### src/design/oag_pkg.sv
// operand address generator package: modes, fixed address parts, widths
// assumes an 8-bit core with a 16-bit address space
package oag_pkg;

    // addressing modes, one-hot
    typedef enum logic [9:0] {
        OAG_DIRECT   = 10'h001,
        OAG_EXTENDED = 10'h002,
        OAG_BITDIR   = 10'h004,
        OAG_INDEX    = 10'h008,
        OAG_POINTER  = 10'h010,
        OAG_GENREG   = 10'h020,
        OAG_IMMED    = 10'h040,
        OAG_VECTOR   = 10'h080,
        OAG_RELATIVE = 10'h100,
        OAG_INHERENT = 10'h200
    } oag_mode_t;

    // fixed address parts and counts
    localparam logic [7:0]  OAG_PAGE0_HIGH   = 8'h00;
    localparam logic [7:0]  OAG_REGBANK_HIGH = 8'h01;
    localparam logic [15:0] OAG_VECTOR_BASE  = 16'hffc0;
    localparam int          OAG_MODE_COUNT   = 10;
    localparam int          OAG_OPCODE_COUNT = 256;
    localparam int          OAG_DEFINED_OPS  = 140;
    localparam int          OAG_REG_COUNT    = 8;

    // opcode fields
    localparam int OAG_LOW3_LSB = 0;
    localparam int OAG_LOW3_W   = 3;

    // sequencer states, one-hot
    typedef enum logic [3:0] {
        OAG_IDLE  = 4'h1,
        OAG_READ  = 4'h2,
        OAG_WRITE = 4'h4,
        OAG_VECLO = 4'h8
    } oag_state_t;

    // reset values of outputs
    localparam logic [15:0] OAG_ADDR_RST = 16'h0000;
    localparam logic [7:0]  OAG_DATA_RST = 8'h00;

endpackage

### src/design/oag_ea_calc.sv
// operand address generator: combinational effective-address former
// assumes operands are already gathered by fetch logic and held stable
`timescale 1ns/10ps
module oag_ea_calc
    import oag_pkg::*;
(
    // decoded request
    input  wire oag_mode_t   mode,
    input  wire logic [7:0]  opcode,
    input  wire logic [7:0]  operand0,
    input  wire logic [7:0]  operand1,
    // core registers
    input  wire logic [15:0] index_register,
    input  wire logic [15:0] extra_pointer,
    input  wire logic [4:0]  register_bank_pointer,
    input  wire logic [15:0] program_counter,
    // results
    output logic [15:0]      ea,
    output logic [2:0]       bit_pos,
    output logic             ea_valid
);

    logic [2:0]  low3;
    logic [15:0] disp_ext;

    assign low3     = opcode[OAG_LOW3_LSB +: OAG_LOW3_W];
    assign disp_ext = {{8{operand0[7]}}, operand0};
    assign bit_pos  = low3;

    // address per mode; carries beyond bit 15 drop by width
    always_comb begin
        ea       = OAG_ADDR_RST;
        ea_valid = 1'b1;
        case (mode)
            OAG_DIRECT:   ea = {OAG_PAGE0_HIGH, operand0};
            OAG_EXTENDED: ea = {operand0, operand1};
            OAG_BITDIR:   ea = {OAG_PAGE0_HIGH, operand0};
            OAG_INDEX:    ea = index_register + disp_ext;
            OAG_POINTER:  ea = extra_pointer;
            OAG_GENREG:   ea = {OAG_REGBANK_HIGH, register_bank_pointer, low3};
            OAG_VECTOR:   ea = OAG_VECTOR_BASE + {12'h000, low3, 1'b0};
            OAG_RELATIVE: ea = program_counter + disp_ext;
            default:      ea_valid = 1'b0; // immediate, inherent: no address
        endcase
    end

endmodule

### src/design/oag_top.sv
// operand address generator top: mode decode, address, bit rmw, vector fetch
// assumes opcode and operand bytes held stable while start is pulsed;
// memory answers reads one cycle after mem_rd (mem_rdata valid then)
`timescale 1ns/10ps
module oag_top
    import oag_pkg::*;
(
    // clock and reset
    input  wire logic        clock,
    input  wire logic        sys_rst,
    // decoded instruction
    input  wire logic        start,
    input  wire logic [9:0]  mode_sel,
    input  wire logic [7:0]  opcode,
    input  wire logic [7:0]  operand0,
    input  wire logic [7:0]  operand1,
    input  wire logic        word_op,
    input  wire logic        bit_op,
    input  wire logic        bit_value,
    input  wire logic        defined_op,
    // core registers
    input  wire logic [15:0] index_register,
    input  wire logic [15:0] extra_pointer,
    input  wire logic [4:0]  register_bank_pointer,
    input  wire logic [15:0] program_counter,
    input  wire logic [15:0] accumulator,
    // memory bus
    input  wire logic [7:0]  mem_rdata,
    output logic [15:0]      mem_addr,
    output logic             mem_rd,
    output logic             mem_wr,
    output logic [7:0]       mem_wdata,
    // results
    output logic [15:0]      ea_out,
    output logic [2:0]       bit_pos_out,
    output logic [15:0]      imm_out,
    output logic [15:0]      target_out,
    output logic [7:0]       accumulator_high,
    output logic [7:0]       accumulator_low,
    output logic             done,
    output logic             bad_op
);

    oag_mode_t   mode;
    oag_state_t  state_reg;
    oag_state_t  state_next;
    logic [15:0] ea;
    logic [2:0]  bit_pos;
    logic        ea_valid;
    logic [2:0]  bit_reg;
    logic        val_reg;
    logic        vec_reg;
    logic [7:0]  vec_hi_reg;
    logic        vec_fin_reg;
    logic        take_req;
    logic [7:0]  bit_mask;

    // only legal one-hot codes give an address; others act as inherent
    assign mode = oag_mode_t'(mode_sel);

    // a request is taken only while idle; starts inside a sequence are ignored
    assign take_req = (state_reg == OAG_IDLE) && start;

    oag_ea_calc u_calc (
        .mode                  (mode),
        .opcode                (opcode),
        .operand0              (operand0),
        .operand1              (operand1),
        .index_register        (index_register),
        .extra_pointer         (extra_pointer),
        .register_bank_pointer (register_bank_pointer),
        .program_counter       (program_counter),
        .ea                    (ea),
        .bit_pos               (bit_pos),
        .ea_valid              (ea_valid)
    );

    // one-hot mask of the bit to alter; the other seven bits pass untouched
    for (genvar i = 0; i < 8; i++) begin : g_mask
        assign bit_mask[i] = (bit_reg == 3'(i));
    end

    // pure bit modify used by the write-back step
    function automatic logic [7:0] oag_set_bit(input logic [7:0] d, input logic [7:0] m, input logic v);
        return v ? (d | m) : (d & ~m);
    endfunction

    // sequencer: idle, read strobe, data wait then write, two vector cycles
    always_comb begin
        state_next = state_reg;
        case (state_reg)
            OAG_IDLE: begin
                if (start && defined_op && bit_op && ea_valid)
                    state_next = OAG_READ;
                else if (start && defined_op && mode == OAG_VECTOR)
                    state_next = OAG_READ;
            end
            OAG_READ: begin
                state_next = vec_reg ? OAG_VECLO : OAG_WRITE;
            end
            OAG_WRITE: state_next = OAG_IDLE;
            OAG_VECLO: state_next = vec_fin_reg ? OAG_IDLE : OAG_VECLO; // low byte lands in second cycle
            default:   state_next = OAG_IDLE;
        endcase
    end

    always_ff @(posedge clock) begin
        if (sys_rst)
            state_reg <= OAG_IDLE;
        else
            state_reg <= state_next;
    end

    // request capture: bit position for the write-back
    always_ff @(posedge clock) begin
        if (sys_rst)
            bit_reg <= 3'h0;
        else if (take_req)
            bit_reg <= bit_pos;
    end

    // request capture: new bit value, set or clear
    always_ff @(posedge clock) begin
        if (sys_rst)
            val_reg <= 1'b0;
        else if (take_req)
            val_reg <= bit_value;
    end

    // request capture: vector flag steers the read state
    always_ff @(posedge clock) begin
        if (sys_rst)
            vec_reg <= 1'b0;
        else if (take_req)
            vec_reg <= (mode == OAG_VECTOR);
    end

    // read strobe and address; rmw keeps the address for its write-back
    always_ff @(posedge clock) begin
        if (sys_rst) begin
            mem_addr <= OAG_ADDR_RST;
            mem_rd   <= 1'b0;
        end else begin
            mem_rd <= 1'b0;
            if (state_next == OAG_READ) begin
                mem_addr <= ea;
                mem_rd   <= 1'b1;
            end else if (state_reg == OAG_READ && vec_reg) begin
                mem_addr <= mem_addr + 16'h0001;
                mem_rd   <= 1'b1;
            end
        end
    end

    // write strobe at the end of the wait state: read data only stands
    // the cycle after the read strobe, so an earlier write would use stale data
    always_ff @(posedge clock) begin
        if (sys_rst)
            mem_wr <= 1'b0;
        else
            mem_wr <= (state_reg == OAG_WRITE);
    end

    // write-back byte: read value with only the chosen bit altered
    always_ff @(posedge clock) begin
        if (sys_rst)
            mem_wdata <= OAG_DATA_RST;
        else if (state_reg == OAG_WRITE)
            mem_wdata <= oag_set_bit(mem_rdata, bit_mask, val_reg);
    end

    // vector cycle marker: first cycle takes the high byte, second the low byte
    always_ff @(posedge clock) begin
        if (sys_rst)
            vec_fin_reg <= 1'b0;
        else
            vec_fin_reg <= (state_reg == OAG_VECLO) && !vec_fin_reg;
    end

    // vector high byte (lower address) held until the low byte arrives
    always_ff @(posedge clock) begin
        if (sys_rst)
            vec_hi_reg <= OAG_DATA_RST;
        else if (state_reg == OAG_VECLO && !vec_fin_reg)
            vec_hi_reg <= mem_rdata;
    end

    // effective address and bit number of a request, one cycle after start
    always_ff @(posedge clock) begin
        if (sys_rst) begin
            ea_out      <= OAG_ADDR_RST;
            bit_pos_out <= 3'h0;
        end else if (take_req) begin
            ea_out      <= ea;
            bit_pos_out <= bit_pos;
        end
    end

    // undefined opcodes are flagged and start no bus sequence
    always_ff @(posedge clock) begin
        if (sys_rst)
            bad_op <= 1'b0;
        else if (take_req)
            bad_op <= !defined_op;
    end

    // immediate bytes pass straight through; byte form zero-extends
    always_ff @(posedge clock) begin
        if (sys_rst)
            imm_out <= OAG_ADDR_RST;
        else if (take_req && mode == OAG_IMMED)
            imm_out <= word_op ? {operand0, operand1} : {8'h00, operand0};
    end

    // branch target: relative at once, vector once both bytes are in
    always_ff @(posedge clock) begin
        if (sys_rst)
            target_out <= OAG_ADDR_RST;
        else if (take_req && mode == OAG_RELATIVE)
            target_out <= ea;
        else if (state_reg == OAG_VECLO && vec_fin_reg)
            target_out <= {vec_hi_reg, mem_rdata};
    end

    // accumulator high half, one cycle behind the core register
    always_ff @(posedge clock) begin
        if (sys_rst)
            accumulator_high <= OAG_DATA_RST;
        else
            accumulator_high <= accumulator[15:8];
    end

    // accumulator low half, one cycle behind the core register
    always_ff @(posedge clock) begin
        if (sys_rst)
            accumulator_low <= OAG_DATA_RST;
        else
            accumulator_low <= accumulator[7:0];
    end

    // done one cycle after start for plain requests, at end for sequences
    always_ff @(posedge clock) begin
        if (sys_rst)
            done <= 1'b0;
        else
            done <= (take_req && state_next == OAG_IDLE)
                 || state_reg == OAG_WRITE
                 || (state_reg == OAG_VECLO && vec_fin_reg);
    end

endmodule

### config.mk
export PLATFORM = sky130hd
export DESIGN_NAME = oag_top
export DESIGN_NICKNAME = d
export VERILOG_FILES = /design/src/design/oag_pkg.sv /design/src/design/oag_ea_calc.sv /design/src/design/oag_top.sv
export SDC_FILE = /design/constraint.sdc
export NUM_CORES = 1
export LEC_CHECK = 0
export ABC_AREA = 1
export BUFFER_PORTS_ARGS = -buffer_cell sky130_fd_sc_hd__buf_2
export CORE_ASPECT_RATIO = 0.9
export CORE_MARGIN = 2
export CORE_UTILIZATION = 45
export CTS_CLUSTER_DIAMETER = 200
export DETAILED_ROUTE_END_ITERATION = 12
export GPL_ROUTABILITY_DRIVEN = 0
export PLACE_DENSITY = 0.69
export SLEW_MARGIN = 10
export SYNTH_ARGS = -nofsm -noshare
export SYNTH_HDL_FRONTEND = slang
export SYNTH_HIERARCHICAL = 1
export SYNTH_SLANG_ARGS = --single-unit
export TNS_END_PERCENT = 100
### constraint.sdc
create_clock -name clock -period 6.6 [get_ports clock]
set_clock_uncertainty 0.2 [all_clocks]
set_input_delay 0 -clock clock [delete_from_list [all_inputs] [get_ports clock]]
set_output_delay 0 -clock clock [all_outputs]
set_load 0.01 [all_outputs]
After elaboration in Yosys (flattened, before gate mapping). Index checks and enable logic that the tools add are counted.

Register bits after elaboration: 110. Input port bits: 118. Output and inout bits: 95. Logic and storage cells: 81.

$add $sub $neg: 4. Equality and inequality tests: 22. Multiplexer cells: 15. Bitwise gates (word level): 3. Reduce and logical (&&, ||, !) cells: 20.

Operators with widths (number): $pmux 16 s7 (1); $mux 16 (5); $add 16x16->16 (2); $add 16x1->16 const B (1); $mux 4 (4); $eq 3x3->1 const B (4); $pmux 4 s3 (1); $logic_and 1x1->1 (11); $eq 10x1->1 const B (1); $eq 10x2->1 const B (1); $eq 10x3->1 const B (1); $eq 10x4->1 const B (1); $eq 10x5->1 const B (1); $eq 10x6->1 const B (1); $eq 10x7->1 const B (1); $eq 10x8->1 const B (1); $eq 10x9->1 const B (1); $add 7x5->8 const A (1); $and 8x8->8 (1); $eq 4x1->1 const B (2); $eq 4x2->1 const B (2); $mux 8 (1); $not 8->8 (1); $or 8x8->8 (1); other kinds (11) (17).

Longest topological paths before layout.
Depth after elaboration: 10. Mapped depth: 24. Gate-level depth less buffers: 23.

Modules after synthesis. Netlist, hierarchy kept.

Modules (own cells, without submodules): oag_top (instances 1, cells an instance 701, area each 4860.9 um^2); oag_ea_calc (instances 1, cells an instance 354, area each 1838.0 um^2).

Least setup slack after synthesis. Ideal clock, no wire load.

Path type: input to register. Start: in mode_sel[5]. End: reg mem_addr[14]. Library setup time: 0.128 ns. Arrival: 2.394 ns. Required time: 6.272 ns. Setup slack: 3.879 ns. Stages on the path: 23. Buffers on the path: 1. Path through: nor2_2 > inv_1 > nor2_4 > nand2_4 > inv_2 > buf_4 > nand2_1 > nand2_1 > ha_1 > inv_1 > fa_1 > o21ai_0 > nand2_1 > nand2_1 > nand2_1 > nand2_1 > nand2_1 > nand3_1 > nand2_1 > nand3_1 > nand2_1 > nor2_1 > nor2_1.

Elaborated cells between the ends (all ways): 20. Those cells by class: 9 x eq/ne; 6 x mux; 5 x reduce/logical.

RTL lines: start, declared (RTL line oag_top.sv:13) `input wire logic [9:0] mode_sel,`; $eq 10x1->1 or $eq 10x3->1 (tied branches) (RTL line oag_ea_calc.sv:34) `case (mode)`; $reduce_or 2->1 (no line); $pmux 16 s7 * (RTL line oag_ea_calc.sv:34); via ea[14] (RTL line oag_top.sv:47) `logic [15:0] ea;`; $mux 16 * (RTL line oag_top.sv:145) `if (state_next == OAG_READ) begin`; end signal, assigned (RTL line oag_top.sv:149) `mem_addr <= mem_addr + 16'h0001;`; end, declared (RTL line oag_top.sv:29) `output logic [15:0] mem_addr,`.

The timed path passes the listed nets; every way through them passes the cells marked *. A chain may end at the register's enable or synchronous reset.

Worst setup path in the final report.
Start: in mode_sel[6]. End: reg mem_addr[14].

The elaborated chain is that of the path after synthesis.

==> key figures <==
Status
  • Status: finished clean

Clock network
  • CTS Root Cell: clkbuf_16
  • Worst-path clk slew: ~0.080 ns
  • CTS H-Tree Depth: 3
  • Deepest clock path buffer count: 2
  • CTS Buf Count: 9
  • TritonCTS clock tree: built
  • Resized Gates After CTS: 0
  • Hold_buf cts: between 70 and 80
  • CTS Sinks: 110
  • Post-CTS setup buffer count: 0
  • Clk_lat worst skew: about 0.36 ns

STA
  • Worst slew margin: 0.1874
  • Min Clock Period, post-route: between 3 and 4 ns
  • Slew Viols, Final: 0
  • Worst Tran Pin Value: 1.218 ns
  • Final Cycle Share: 0.5709
  • RSZ-0062 raised after global routing: false
  • Final setup fails: 0
  • Max Clk Rate: between 0.2 and 0.3 GHz
  • Fin. Hold Viols: 0
  • Hold slack: 0.03188 ns
  • Setup_tns: 0 ns

Yosys
  • Top cells by count, synth: 287 x nand2_1, 121 x inv_1, 110 x dfxtp_1
  • Area contributors post-synth: dfxtp_1 33%, nand2_1 16%, nand3_1 7.2%, a21oi_1 7.0%, inv_1 6.8%
  • Synth Cell Area: between 6000 and 7000 um^2
  • Post-synth EDFFs: 0
  • Syn Inst Count: 1,055
  • Avg Inst Size Synth: ~6.3 um^2
  • Synth cell types: 42
  • Post-synth ARST share: 0
  • Seq cells post-synth: 110
  • Sequential area share after synthesis: 0.3287
  • Cell taking the most area after synthesis: dfxtp_1
  • Primary FF master, synth: dfxtp_1
  • Synth Net Count: roughly 1.2k
  • Synth warn: 6
  • Most frequent cell after synthesis: nand2_1
  • Yosys top cell area share: 0.3287

Floorplan
  • Num rows: 42
  • Die footprint: between 15,000 and 20,000 um^2
  • Vert. Die Dim: around 120 um
  • Width of the die: 132.6 um
  • Io pins: between 200 and 250
  • Initial Utilization: 0.4585
  • Area of the core: ~15,000 um^2

Pwr
  • Switching share of power: 0.2782
  • Combinational power share: 0.161
  • Switching power: approximately 0.41 mW
  • Cell Pwr Density: between 150 and 200 nW/um^2
  • P_int: about 1.1 mW
  • VDD IR-drop max: between 0.00015 and 0.0002 V
  • Leak pwr: about 4.4 nW
  • Clock power frac: 0.374
  • Sequential power share: 0.465

Global route
  • Tot GR Track Use: 0.2702
  • Number of global-route vias before repair: 7,120
  • Grt ovf: 0
  • Pin count of the biggest net entering global routing: 70
  • Antenna violations before repair: 2
  • Global-route wire length before repair: about 35,000 um

Setup path
  • Crit. End Element: flip-flop
  • Worst path cell trace: dlygate4sd3_1 > buf_2 > nor2_4 > nand2_1 > nor2_4 > nand2_4 > inv_2 > nor2_1 > nor2_1 > inv_1 > fa_1 > o21ai_0 > nand2_1 > nand2_1 > nand2_1 > nand2_1 > nand2_1 > nand3_1 > nand2_1 > nand3_1 > nand2_1 > nor2_1 > nor2_1
  • Critical Path Slowest Stage Cell: dlygate4sd3_1
  • CP arrival: ~3.8 ns
  • Crit-path max FO: 19
  • Nature of the critical path startpoint: input pin
  • Worst EP required: approximately 6.6 ns
  • Crit-path max cell delay: 0.55 ns
  • CP most frequent cell: nand2_1
  • CP Class: in2reg

Placed design
  • Post-detail-place hpwl: 15,530 um
  • I/O Buffers: 207

Final layout
  • Fin nets: around 1.4k
  • Area delta synth->final: 31.28%
  • Filler Cell Count: ~1.4k
  • Share of cells above drive strength 1: 0.1980

Route
  • Initial DRC Count: 679
  • DRT antenna net count: 0
  • Vias per Instance: between 5 and 6
  • Drt wl/cell: about 14 um
  • Residual DRC: 0
  • Via count: ~7.8k
  • DR pass1 iterations: 8
  • Final WL: 21,780 um

Run
  • Max-Cap Viols: 0

Hold path
  • Worst Hold Class: in2reg
==> cell families after synthesis <==
logic type,count (synthesis),synth area share
AND/OR/NAND/NOR,550,0.3588
buffers and inverters,173,0.1091
AO/OA/AOI/OAI,191,0.1505
adder cells (fa/ha/maj),20,0.03848
flip-flops,110,0.3287
XOR/XNOR,11,0.01438
==> power groups by stage <==
| stage | Sequential (mW) | Clock, mW | Combinational (mW) |
|---|---|---|---|
| 2_1_floorplan | 0.699 | 0 | 0.114 |
| 4_1_cts | 0.679 | 0.559 | 0.231 |
| 5_1_grt | 0.681 | 0.586 | 0.262 |
| 6_report | 0.679 | 0.546 | 0.236 |
| 3_5_place_dp | 0.695 | 0 | 0.196 |
| 3_3_place_gp | 0.695 | 0 | 0.194 |
==> layout by cell type, fill, tap and decap left out, types with 2 or more instances in the layout <==
cell type | Yosys | routed
nor3_1 | 17 | 16
a21oi_2 | 3 | 3
or2_2 | 3 | 3
a31oi_1 | 3 | 3
dfxtp_1 | 110 | 110
nor2_4 | 4 | 4
inv_8 | 0 | 2
nand2_2 | 4 | 4
o211ai_1 | 4 | 4
o21ai_0 | 71 | 71
o21ai_1 | 5 | 5
nand3b_1 | 7 | 7
nand4_1 | 10 | 10
nor2_1 | 106 | 106
inv_2 | 5 | 5
o21bai_1 | 3 | 3
nor2_2 | 5 | 5
nand3_1 | 96 | 96
a211oi_1 | 5 | 5
xnor2_1 | 3 | 3
xor2_1 | 8 | 8
buf_2 | 11 | 207
nand2_4 | 4 | 4
dlygate4sd3_1 | 0 | 74
nand2_1 | 287 | 287
a21oi_1 | 94 | 94
clkbuf_16 | 0 | 9
nor3_2 | 1 | 2
ha_1 | 19 | 19
inv_1 | 121 | 121
buf_4 | 10 | 2
==> area by class of cell <==
class,instances,area [um^2],area share
sequential,110,2202,0.2504
multi-input combinational,772,3771,0.4288
timing repair buffer,283,1792,0.2037
antenna,1,2.502,0.0002845
clock buffer,10,239.0,0.02717
inverter,127,476.7,0.05420
clock inverter,6,63.81,0.007256
tap,198,247.7,0.02817
==> per-layer routing <==
metal / share of wire / vias to the layer above / routed length (um) / GRT usage
li1: - / 3900 / - / -
met2: 0.44 / 339 / 9664 / 0.4339
met5: 0 / - / 0 / 0
met3: 0.080 / 48 / 1735 / 0.04816
met1: 0.44 / 3484 / 9619 / 0.3578
met4: 0.035 / 0 / 762 / 0.1156
==> per-stage QoR <==
stage	utilization	cell area (um^2)	std cells	setup WS, ns	total power [mW]
CTS	0.6018	8792	1506	2.874	1.469
global route	0.6020	8795	1507	2.476	1.528
finish	0.6020	8795	1507	2.832	1.461
floorplan	-	6699	1055	3.879	0.8133
detailed placement	0.5304	7749	1416	3.060	0.8905
global placement	0.5304	7749	1416	3.063	0.8888
==> final timing paths <==
kind | from | endpoint | slack, ns | cells past startpoint
max reg2reg | state_reg[0] | target_out[14] | 3.30 | 11
min | extra_pointer[13] | ea_out[13] | 0.03 | 5
min reg2reg | vec_hi_reg[0] | vec_hi_reg[0] | 0.25 | 2
max | mode_sel[6] | mem_addr[14] | 2.83 | 23
==> critical path, delay by kind of cell <==
family | cells | cell delay, ns
AO/OA/AOI/OAI | 1 | 0.39
buffers and inverters | 4 | 1.07
AND/OR/NAND/NOR | 17 | 1.87
adder cells (fa/ha/maj) | 1 | 0.44
(Power assumes the default switching activity.)
